$ cat src/pco_pkg.sv
// Overview of operation
// - Clock output follows internal system clock
// - Pin carries clock only while enabled
// - Enable bit starts and stops clock
// - Source code selects sys, /4, /8, timer/2
// - Sleep stops clock output regardless
// - Modes 000-100 select SPI master clocks
// - Disabled serial lines float, idle
// - Serial enable rise leaves SPI undefined
// - Serial enable needs configuration option
// - Bit zero reads zero, ignores writes
package pco_pkg;
   // Register byte address
   localparam logic [7:0] CTRL_ADDR = 8'h00;
   // Field positions of the control register
   localparam int MODE_LSB = 5;
   localparam int CKEN_BIT = 4;
   localparam int SRC_LSB = 2;
   localparam int SIEN_BIT = 1;
   // Reset value: mode 111, all else zero
   localparam logic [7:0] CTRL_RESET = 8'hE0;
   // Writable bits; bit 0 unimplemented
   localparam logic [7:0] CTRL_WMASK = 8'hFE;
   // Clock output source codes
   typedef enum logic [1:0] {
      SRC_SYS = 2'b00,
      SRC_DIV4 = 2'b01,
      SRC_DIV8 = 2'b10,
      SRC_TMR = 2'b11
   } pco_src_type;
   // Serial mode codes
   localparam logic [2:0] MODE_SPI_SLAVE = 3'b101;
   localparam logic [2:0] MODE_I2C_SLAVE = 3'b110;
   localparam logic [2:0] MODE_UNUSED = 3'b111;
   // AHB transfer type and size
   localparam logic [1:0] HTRANS_NONSEQ = 2'b10;
   localparam logic [2:0] HSIZE_WORD = 3'b010;
endpackage : pco_pkg

$ cat src/pco_divider.sv
`timescale 1ns/10ps
// Free-running divider giving the shared count for the derived rates
module pco_divider (
   input wire logic clk,
   input wire logic rst,
   output logic [5:0] count
);
   ////////////////////////////////////////////////////////////////////////
   // Never reset except at power-on, so phase is shared by all users
   always_ff @(posedge clk or posedge rst) begin
      if (rst) begin
         count <= 6'h00;
      end else begin
         count <= count + 6'h01;
      end
   end
endmodule : pco_divider

$ cat src/pco_top.sv
// Decided for this implementation: register access over AHB-Lite and the register offsets.
`timescale 1ns/10ps
// Peripheral clock output and serial mode control register
module pco_top (
   input wire logic clk,
   input wire logic rst,
   // AHB-Lite slave
   input wire logic hsel,
   input wire logic [31:0] haddr,
   input wire logic [1:0] htrans,
   input wire logic hwrite,
   input wire logic [2:0] hsize,
   input wire logic [31:0] hwdata,
   input wire logic hready,
   output logic [31:0] hrdata,
   output logic hreadyout,
   output logic hresp,
   // System inputs
   input wire logic sleep_mode,
   input wire logic serial_cfg_option,
   input wire logic timer0_out,
   input wire logic sub_clock_en,
   input wire logic port_b_bit4,
   input wire logic port_b_bit4_oe_n,
   // Pin outputs
   output logic periph_clock_out,
   output logic periph_pin_oe_n,
   // Serial block controls
   output logic serial_active,
   output logic [2:0] serial_mode,
   output logic serial_master_tick,
   output logic serial_lines_float,
   output logic serial_regs_invalidate
);
   ////////////////////////////////////////////////////////////////////////
   // Declarations
   logic [7:0] ctrl_r; // Control register
   logic wr_pend_r; // Write data phase pending
   logic [31:0] rd_data_nxt; // Read mux
   logic [5:0] div_count; // Free counter
   logic tmr_d_r; // Timer output delayed
   logic tmr_half_r; // Timer 0 output halved
   logic pck_r; // Selected clock level
   logic pck_nxt;
   logic [1:0] src_live_r; // Source actually used
   logic pin_clock_r; // Pin in clock mode
   logic pin_level_r; // Pin level
   logic oe_n_r;
   logic act_r;
   logic [2:0] mode_r;
   logic tick_r;
   logic float_r;
   logic inval_r;
   logic sien_d_r; // Effective serial enable, delayed
   logic sien_eff; // Serial enable gated by option
   logic tick_nxt;
   logic pck_run; // Clock allowed to run

   // Decode of a valid access in the address phase
   function automatic logic acc_ok(input logic sel, input logic [1:0] tr, input logic rdy);
      acc_ok = sel && rdy && (tr == pco_pkg::HTRANS_NONSEQ);
   endfunction : acc_ok

   ////////////////////////////////////////////////////////////////////////
   // Bus slave: zero wait states, always OKAY
   assign hreadyout = 1'b1;
   assign hresp = 1'b0;

   // Write capture in the address phase, commit in the data phase
   always_ff @(posedge clk or posedge rst) begin
      if (rst) begin
         wr_pend_r <= 1'b0;
      end else if (hready) begin
         wr_pend_r <= acc_ok(hsel, htrans, hready) && hwrite &&
            (haddr[7:0] == pco_pkg::CTRL_ADDR) && (haddr[31:8] == 24'h0000_00);
      end
   end

   // Control register; bit 0 never stored
   always_ff @(posedge clk or posedge rst) begin
      if (rst) begin
         ctrl_r <= pco_pkg::CTRL_RESET;
      end else if (wr_pend_r) begin
         ctrl_r <= hwdata[7:0] & pco_pkg::CTRL_WMASK;
      end
   end

   // A committed write keeps only the implemented bits
   AST_WRITE_MASK: assert property (@(posedge clk) disable iff (rst)
      wr_pend_r |=> ctrl_r == ($past(hwdata[7:0]) & pco_pkg::CTRL_WMASK))
      else $error("write not stored");

   // Read data; unmapped addresses read zero
   always_comb begin
      rd_data_nxt = 32'h0000_0000;
      if (haddr == {24'h0000_00, pco_pkg::CTRL_ADDR}) begin
         rd_data_nxt = {24'h0000_00, ctrl_r & pco_pkg::CTRL_WMASK};
      end
   end

   // Read data registered for the data phase
   always_ff @(posedge clk or posedge rst) begin
      if (rst) begin
         hrdata <= 32'h0000_0000;
      end else if (hready && acc_ok(hsel, htrans, hready) && !hwrite) begin
         hrdata <= rd_data_nxt;
      end
   end

   // Read data never shows bit 0 or the upper bytes
   AST_READ_ZERO: assert property (@(posedge clk) disable iff (rst)
      acc_ok(hsel, htrans, hready) && !hwrite |=> hrdata[31:8] == 24'h0000_00 && !hrdata[0])
      else $error("unimplemented bits read");

   ////////////////////////////////////////////////////////////////////////
   // Shared free-running divider
   pco_divider u_div (
      .clk(clk),
      .rst(rst),
      .count(div_count)
   );

   // Timer 0 output halved on each rising edge
   always_ff @(posedge clk or posedge rst) begin
      if (rst) begin
         tmr_d_r <= 1'b0;
         tmr_half_r <= 1'b0;
      end else begin
         tmr_d_r <= timer0_out;
         if (timer0_out && !tmr_d_r) begin
            tmr_half_r <= !tmr_half_r;
         end
      end
   end

   // Every timer rise flips the half-rate level
   AST_TMR_HALF: assert property (@(posedge clk) disable iff (rst)
      timer0_out && !tmr_d_r |=> tmr_half_r != $past(tmr_half_r))
      else $error("timer half missed");

   ////////////////////////////////////////////////////////////////////////
   // Source switch only while the output is low, avoiding runt pulses
   assign pck_run = ctrl_r[pco_pkg::CKEN_BIT] && !sleep_mode;

   always_ff @(posedge clk or posedge rst) begin
      if (rst) begin
         src_live_r <= pco_pkg::SRC_SYS;
      end else if (!pck_r) begin
         src_live_r <= ctrl_r[pco_pkg::SRC_LSB +: 2];
      end
   end

   // A switch while high could cut the pulse short
   AST_SRC_HOLD: assert property (@(posedge clk) disable iff (rst)
      pck_r |=> src_live_r == $past(src_live_r))
      else $error("source switched while high");

   // Selected level; undivided rate shown as a per-cycle toggle
   always_comb begin
      unique case (pco_pkg::pco_src_type'(src_live_r))
         pco_pkg::SRC_SYS: pck_nxt = !pck_r;
         pco_pkg::SRC_DIV4: pck_nxt = div_count[1];
         pco_pkg::SRC_DIV8: pck_nxt = div_count[2];
         pco_pkg::SRC_TMR: pck_nxt = tmr_half_r;
      endcase
   end

   // Clock level, parked low when stopped
   always_ff @(posedge clk or posedge rst) begin
      if (rst) begin
         pck_r <= 1'b0;
      end else if (!pck_run) begin
         pck_r <= 1'b0;
      end else begin
         pck_r <= pck_nxt;
      end
   end

   // Undivided source flips every cycle while running
   AST_SYS_TOGGLE: assert property (@(posedge clk) disable iff (rst)
      pck_run && src_live_r == pco_pkg::SRC_SYS |=> pck_r != $past(pck_r))
      else $error("sys source not toggling");

   // Quarter rate follows counter bit 1
   AST_DIV4_LEVEL: assert property (@(posedge clk) disable iff (rst)
      pck_run && src_live_r == pco_pkg::SRC_DIV4 |=> pck_r == $past(div_count[1]))
      else $error("div4 level wrong");

   // Eighth rate follows counter bit 2
   AST_DIV8_LEVEL: assert property (@(posedge clk) disable iff (rst)
      pck_run && src_live_r == pco_pkg::SRC_DIV8 |=> pck_r == $past(div_count[2]))
      else $error("div8 level wrong");

   // Timer source follows the halved timer level
   AST_TMR_LEVEL: assert property (@(posedge clk) disable iff (rst)
      pck_run && src_live_r == pco_pkg::SRC_TMR |=> pck_r == $past(tmr_half_r))
      else $error("timer level wrong");

   // Pin function mux: clock only while enabled
   always_ff @(posedge clk or posedge rst) begin
      if (rst) begin
         pin_clock_r <= 1'b0;
         pin_level_r <= 1'b0;
         oe_n_r <= 1'b1;
      end else begin
         pin_clock_r <= ctrl_r[pco_pkg::CKEN_BIT];
         if (ctrl_r[pco_pkg::CKEN_BIT]) begin
            pin_level_r <= pck_r && pck_run;
            oe_n_r <= 1'b0;
         end else begin
            pin_level_r <= port_b_bit4;
            oe_n_r <= port_b_bit4_oe_n;
         end
      end
   end

   assign periph_clock_out = pin_level_r;
   assign periph_pin_oe_n = oe_n_r;

   // Clock function always drives the pin
   AST_PIN_DRIVE: assert property (@(posedge clk) disable iff (rst)
      pin_clock_r |-> !periph_pin_oe_n)
      else $error("clock pin not driven");

   // Enabled pin shows the running level one cycle on
   AST_PIN_CLOCK: assert property (@(posedge clk) disable iff (rst)
      ctrl_r[pco_pkg::CKEN_BIT] |=> periph_clock_out == ($past(pck_r) && $past(pck_run)))
      else $error("pin not following clock");

   ////////////////////////////////////////////////////////////////////////
   // Serial enable effective only with the option set
   assign sien_eff = ctrl_r[pco_pkg::SIEN_BIT] && serial_cfg_option;

   // Master serial clock tick per mode
   always_comb begin
      tick_nxt = 1'b0;
      unique case (ctrl_r[pco_pkg::MODE_LSB +: 3])
         3'b000: tick_nxt = (div_count[1:0] == 2'b11);
         3'b001: tick_nxt = (div_count[3:0] == 4'hF);
         3'b010: tick_nxt = (div_count == 6'h3F);
         3'b011: tick_nxt = sub_clock_en;
         3'b100: tick_nxt = timer0_out && !tmr_d_r && tmr_half_r;
         pco_pkg::MODE_SPI_SLAVE: tick_nxt = 1'b0;
         pco_pkg::MODE_I2C_SLAVE: tick_nxt = 1'b0;
         pco_pkg::MODE_UNUSED: tick_nxt = 1'b0;
      endcase
   end

   // Fastest master rate ticks on counter wrap of two bits
   AST_TICK_DIV4: assert property (@(posedge clk) disable iff (rst)
      sien_eff && ctrl_r[pco_pkg::MODE_LSB +: 3] == 3'b000 &&
      div_count[1:0] == 2'b11 |=> serial_master_tick) else $error("div4 tick missing");

   // Slowest divided rate ticks on full counter wrap
   AST_TICK_DIV64: assert property (@(posedge clk) disable iff (rst)
      sien_eff && ctrl_r[pco_pkg::MODE_LSB +: 3] == 3'b010 &&
      div_count == 6'h3F |=> serial_master_tick) else $error("div64 tick missing");

   // Sub-clock mode passes the sub-clock enable through
   AST_TICK_SUB: assert property (@(posedge clk) disable iff (rst)
      sien_eff && ctrl_r[pco_pkg::MODE_LSB +: 3] == 3'b011 |=>
      serial_master_tick == $past(sub_clock_en)) else $error("sub tick wrong");

   // Bus slave and unused modes make no master clock
   AST_TICK_IDLE: assert property (@(posedge clk) disable iff (rst)
      ctrl_r[pco_pkg::MODE_LSB +: 3] == pco_pkg::MODE_I2C_SLAVE ||
      ctrl_r[pco_pkg::MODE_LSB +: 3] == pco_pkg::MODE_UNUSED |=> !serial_master_tick)
      else $error("idle mode ticks");

   // Serial control outputs, all registered
   always_ff @(posedge clk or posedge rst) begin
      if (rst) begin
         act_r <= 1'b0;
         mode_r <= pco_pkg::MODE_UNUSED;
         tick_r <= 1'b0;
         float_r <= 1'b1;
         inval_r <= 1'b0;
         sien_d_r <= 1'b0;
      end else begin
         sien_d_r <= sien_eff;
         mode_r <= ctrl_r[pco_pkg::MODE_LSB +: 3];
         // Unused mode leaves the block idle
         act_r <= sien_eff && (ctrl_r[pco_pkg::MODE_LSB +: 3] != pco_pkg::MODE_UNUSED);
         float_r <= !sien_eff;
         tick_r <= sien_eff && tick_nxt;
         inval_r <= sien_eff && !sien_d_r;
      end
   end

   assign serial_active = act_r;
   assign serial_mode = mode_r;
   assign serial_master_tick = tick_r;
   assign serial_lines_float = float_r;
   assign serial_regs_invalidate = inval_r;

   // Serial block sees the mode field one cycle late
   AST_MODE_COPY: assert property (@(posedge clk) disable iff (rst)
      1'b1 |=> serial_mode == $past(ctrl_r[pco_pkg::MODE_LSB +: 3]))
      else $error("mode not copied");

   // Unused code never activates the block
   AST_UNUSED_IDLE: assert property (@(posedge clk) disable iff (rst)
      ctrl_r[pco_pkg::MODE_LSB +: 3] == pco_pkg::MODE_UNUSED |=> !serial_active)
      else $error("unused mode active");

   // Effective enable with a real mode activates the block
   AST_ACTIVE: assert property (@(posedge clk) disable iff (rst)
      sien_eff && ctrl_r[pco_pkg::MODE_LSB +: 3] != pco_pkg::MODE_UNUSED |=> serial_active)
      else $error("serial not active");

   // Enabled interface drives its lines
   AST_FLOAT_ON: assert property (@(posedge clk) disable iff (rst)
      sien_eff |=> !serial_lines_float)
      else $error("lines float while enabled");

   // Invalidate lasts exactly one cycle
   AST_INVAL_PULSE: assert property (@(posedge clk) disable iff (rst)
      serial_regs_invalidate |=> !serial_regs_invalidate)
      else $error("invalidate too long");

   ////////////////////////////////////////////////////////////////////////
   // Checks
   AST_BIT0_ZERO: assert property (@(posedge clk) disable iff (rst)
      !ctrl_r[0]) else $error("bit 0 stored");
   AST_STOP_EN: assert property (@(posedge clk) disable iff (rst)
      !ctrl_r[pco_pkg::CKEN_BIT] |=> !pck_r) else $error("clock runs while off");
   AST_SLEEP: assert property (@(posedge clk) disable iff (rst)
      sleep_mode |=> !pck_r) else $error("clock runs in sleep");
   AST_PIN_PORT: assert property (@(posedge clk) disable iff (rst)
      !ctrl_r[pco_pkg::CKEN_BIT] |=> periph_clock_out == $past(port_b_bit4))
      else $error("pin not port");
   AST_FLOAT: assert property (@(posedge clk) disable iff (rst)
      !sien_eff |=> serial_lines_float && !serial_master_tick)
      else $error("serial not idle");
   AST_OPTION: assert property (@(posedge clk) disable iff (rst)
      !serial_cfg_option |=> !serial_active) else $error("option ignored");
   AST_SLAVE_NOCLK: assert property (@(posedge clk) disable iff (rst)
      ctrl_r[pco_pkg::MODE_LSB +: 3] == pco_pkg::MODE_SPI_SLAVE |=> !serial_master_tick)
      else $error("slave clock made");
   AST_INVAL: assert property (@(posedge clk) disable iff (rst)
      $rose(sien_eff) |=> serial_regs_invalidate ##1 !serial_regs_invalidate)
      else $error("no invalidate pulse");
   AST_DIV4: assert property (@(posedge clk) disable iff (rst)
      (pck_run && src_live_r == 2'b01) [*4] |=> pck_r == div_count[1] ^ 1'b0 ||
      pck_r != $past(pck_r, 2)) else $error("div4 stuck");
   COV_DIV8: cover property (@(posedge clk) pck_run && src_live_r == 2'b10 && pck_r);
   COV_TMR: cover property (@(posedge clk) pck_run && src_live_r == 2'b11 && pck_r);
   COV_SPI: cover property (@(posedge clk) serial_master_tick);
   COV_SLEEP: cover property (@(posedge clk) sleep_mode && ctrl_r[pco_pkg::CKEN_BIT]);
   COV_INVAL: cover property (@(posedge clk) serial_regs_invalidate);
endmodule : pco_top

$ cat config.mk
export PLATFORM = sky130hd
export DESIGN_NAME = pco_top
export DESIGN_NICKNAME = d
export VERILOG_FILES = /design/src/pco_pkg.sv /design/src/pco_divider.sv /design/src/pco_top.sv
export SDC_FILE = /design/constraint.sdc
export NUM_CORES = 1
export LEC_CHECK = 0
export BUFFER_PORTS_ARGS = -buffer_cell sky130_fd_sc_hd__buf_4
export CELL_PAD_IN_SITES_DETAIL_PLACEMENT = 0
export CELL_PAD_IN_SITES_GLOBAL_PLACEMENT = 1
export CORE_UTILIZATION = 28
export DETAILED_ROUTE_END_ITERATION = 10
export PLACE_DENSITY_LB_ADDON = 0.08
export SYNTH_ARGS = -nofsm -noshare
export SYNTH_HDL_FRONTEND = slang
export SYNTH_SLANG_ARGS = --single-unit
$ cat constraint.sdc
create_clock -name clk -period 1.62 [get_ports clk]
set_clock_uncertainty 0.05 [all_clocks]
set_input_delay 0.324 -clock clk [delete_from_list [all_inputs] [get_ports clk]]
set_output_delay 0.324 -clock clk [all_outputs]
set_load 0.02 [all_outputs]
==> flow_summary_export.csv <==
group,metric,value,unit
yosys,syn_area,0.00169,sq mm
clock_tree,cts.clk_slew.worst_paths,70,ps
route,routed_via_density,4.35,
timing,min_period_over_period,0.918,
yosys,synthTopCellsByCount,"28 x dfrtp_1, 27 x buf_4, 16 x o21ai_0",
route,drt-total-wl,3590,um
yosys,synthCells,152,
global_routing,antenna_found_initial,0,
die,start_util,0.298,
flow_run,drv_cap,0,
global_routing,grt_max_degree,37,
yosys,synth_warnings,0,
yosys,ys_async_sr_fraction,1.00,
worst_setup_path,crit_path_end_kind,"flop",
global_routing,grt-ovfl-total,0,
yosys,synth_most_common_cell,"dfrtp_1",
die,core,0.00568,sq mm
worst_setup_path,r2r_slack,130,ps
yosys,synth_area_per_cell,11.1,sq um
worst_setup_path,worst-path-max-fanout,3,
clock_tree,cts_hold_buf,0,
yosys,netlist.top_cell.by_area,"dfrtp_1",
power_and_ir_drop,leakage,1.13,nW
global_routing,grt_pass1_wl,5800,um
yosys,synthDistinctLibCells,30,
finish,drive_gt1_frac,0.420,
placement,place_worst_setup_slack,-33.3,ps
die,die_area,0.00636,sq mm
route,vias,1295,
worst_setup_path,startpoint_type,"flop",
worst_setup_path,cp.required,1740,ps
finish,finish.net_count,306,
route,drc_errors,0,
timing,fmax,673,MHz
timing,setup_ws,133,ps
clock_tree,cts_root_buffer,"clkbuf_8",
die,num_rows,27,
status,status,"complete, no violations",
yosys,synth-seq-area-share,0.538,
yosys,synthTopCellsByArea,"dfrtp_1 41%, dfstp_2 12%, buf_4 12%",
clock_tree,numCtsBuffers,5,
power_and_ir_drop,total_power,1.96,mW
clock_tree,clk_path_buf_depth,2,
placement,post-dp-hpwl,2790,um
clock_tree,cts.sinks,36,
die,dieHeight,79.8,um
clock_tree,post_cts_buffers,0,
worst_setup_path,crit_arrival,1600,ps
finish,area_growth,35.9,%
die,io-pin-count,123,
die,die_w,79.8,um
yosys,synth_top_area_share,0.414,
route,drt_pass1_iterations,4,
yosys,synth_ff_type,"dfrtp_1",
clock_tree,cts_tree,"built",
yosys,synth_edf_count,0,
timing,rsz0062_at_grt,"no",
route,detail_route.wl_per_cell,12.1,um
global_routing,grt_pass1_vias,1243,
route,ant_nets,0,
clock_tree,cts_htree_levels,2,
power_and_ir_drop,vdd_drop_max,0.287,mV
placement,gp_congestion,0.685,
placement,port_buffers,67,
power_and_ir_drop,pwr_density_cell,852,mW/mm^2
clock_tree,clk_latency,280,ps
finish,final_util,0.405,
timing,layout_min_cycle_time,1490,ps
finish,diodes,0,
timing,hold_viol,0,
clock_tree,ctsResizeCount,0,
route,drt_iter0_markers,32,
worst_setup_path,path_class,"flop to flop",
timing,slew_violations,0,
timing,finalSetupViolations,0,
yosys,synth-seq-cells,36,
global_routing,grt_usage,0.120,
worst_hold_path,hold_path_class,"input pin to asynchronous set/reset pin",
==> routing by layer <==
| layer | vias up | GRT usage | wire, um |
|---|---|---|---|
| met3 | 4 | 0.0377 | 283 |
| met2 | 62 | 0.192 | 1780 |
| met5 | - | 0 | 0 |
| li1 | 621 | - | - |
| met1 | 608 | 0.151 | 1480 |
| met4 | 0 | 0.0464 | 43 |
==> registers in the layout, indices dropped and copies added, names as in the netlist <==
register / cells
pck_r: 1
src_live_r: 2
hrdata: 7
wr_pend_r: 1
serial_mode: 3
serial_lines_float: 1
tmr_half_r: 1
serial_active: 1
tmr_d_r: 1
periph_clock_out: 1
periph_pin_oe_n: 1
sien_d_r: 1
ctrl_r: 7
u_div.count: 6
serial_regs_invalidate: 1
serial_master_tick: 1
==> layout make-up <==
class	count	area, sq um
Clock buffer	8	100
Tap cell	72	90.1
Multi-Input combinational cell	102	641
Timing Repair Buffer	69	518
Fill cell	569	3370
Sequential cell	36	911
Inverter	11	41.3
==> stage by stage <==
stage,std cells,setup TNS [ps],instance area [sq um],hold WS [ps]
2_1_floorplan,177,0,1790,305
3_5_place_dp,290,-35.9,2190,327
4_1_cts,298,0,2290,102
5_1_grt,298,0,2300,113
6_report,298,0,2300,90.4
3_3_place_gp,290,0,2190,327
==> logic make-up after synthesis <==
kind of cell | Yosys count | share of synthesized area
AOI/OAI and AO/OA | 32 | 0.129
xor gates and xnor gates | 5 | 0.0259
adders and majority gates | 1 | 0.00739
buffers and inverters | 39 | 0.146
DFF | 36 | 0.538
muxes | 1 | 0.00591
other | 2 | 0.00444
and+or+nand+nor | 36 | 0.143
==> critical path, cell delays in order (launching register included) <==
cell       delay [ps]
dfrtp_1           420
ha_4              170
nand3_1           130
o31a_1            310
a2111oi_2         290
==> power breakdown <==
part / total, mW / switching (mW) / internal [mW]
clock network: 0.675 / 0.287 / 0.388
logic: 0.282 / 0.145 / 0.137
registers: 1.00 / 0.0488 / 0.955
total: 1.96 / 0.481 / 1.48
==> layout by cell type, fill, tap and decap left out, types with 7 or more instances in the layout <==
| cell type | n |
|---|---|
| nand2_1 | 13 |
| inv_1 | 11 |
| nor4_2 | 7 |
| buf_4 | 69 |
| dfstp_2 | 8 |
| o21ai_0 | 16 |
| clkbuf_8 | 7 |
| conb_1 | 27 |
| dfrtp_1 | 28 |
| o41ai_1 | 8 |
==> path summary, 6_finish.rpt <==
| path | from | end | depth (start not counted) |
|---|---|---|---|
| min in group clk | timer0_out | tmr_d_r$_DFF_PP0_ | 1 |
| min reg2reg | ctrl_r[7]$_DFFE_PP1P_ | serial_mode[2]$_DFF_PP1_ | 0 |
| max in group asynchronous | rst | serial_mode[2]$_DFF_PP1_ | 3 |
| max | u_div.count[0]$_DFF_PP0_ | serial_master_tick$_DFF_PP0_ | 4 |
| max reg2reg | u_div.count[0]$_DFF_PP0_ | serial_master_tick$_DFF_PP0_ | 4 |
| min | rst | periph_clock_out$_DFF_PP0_ | 3 |
Note: power is estimated with default switching activity, not from simulation.
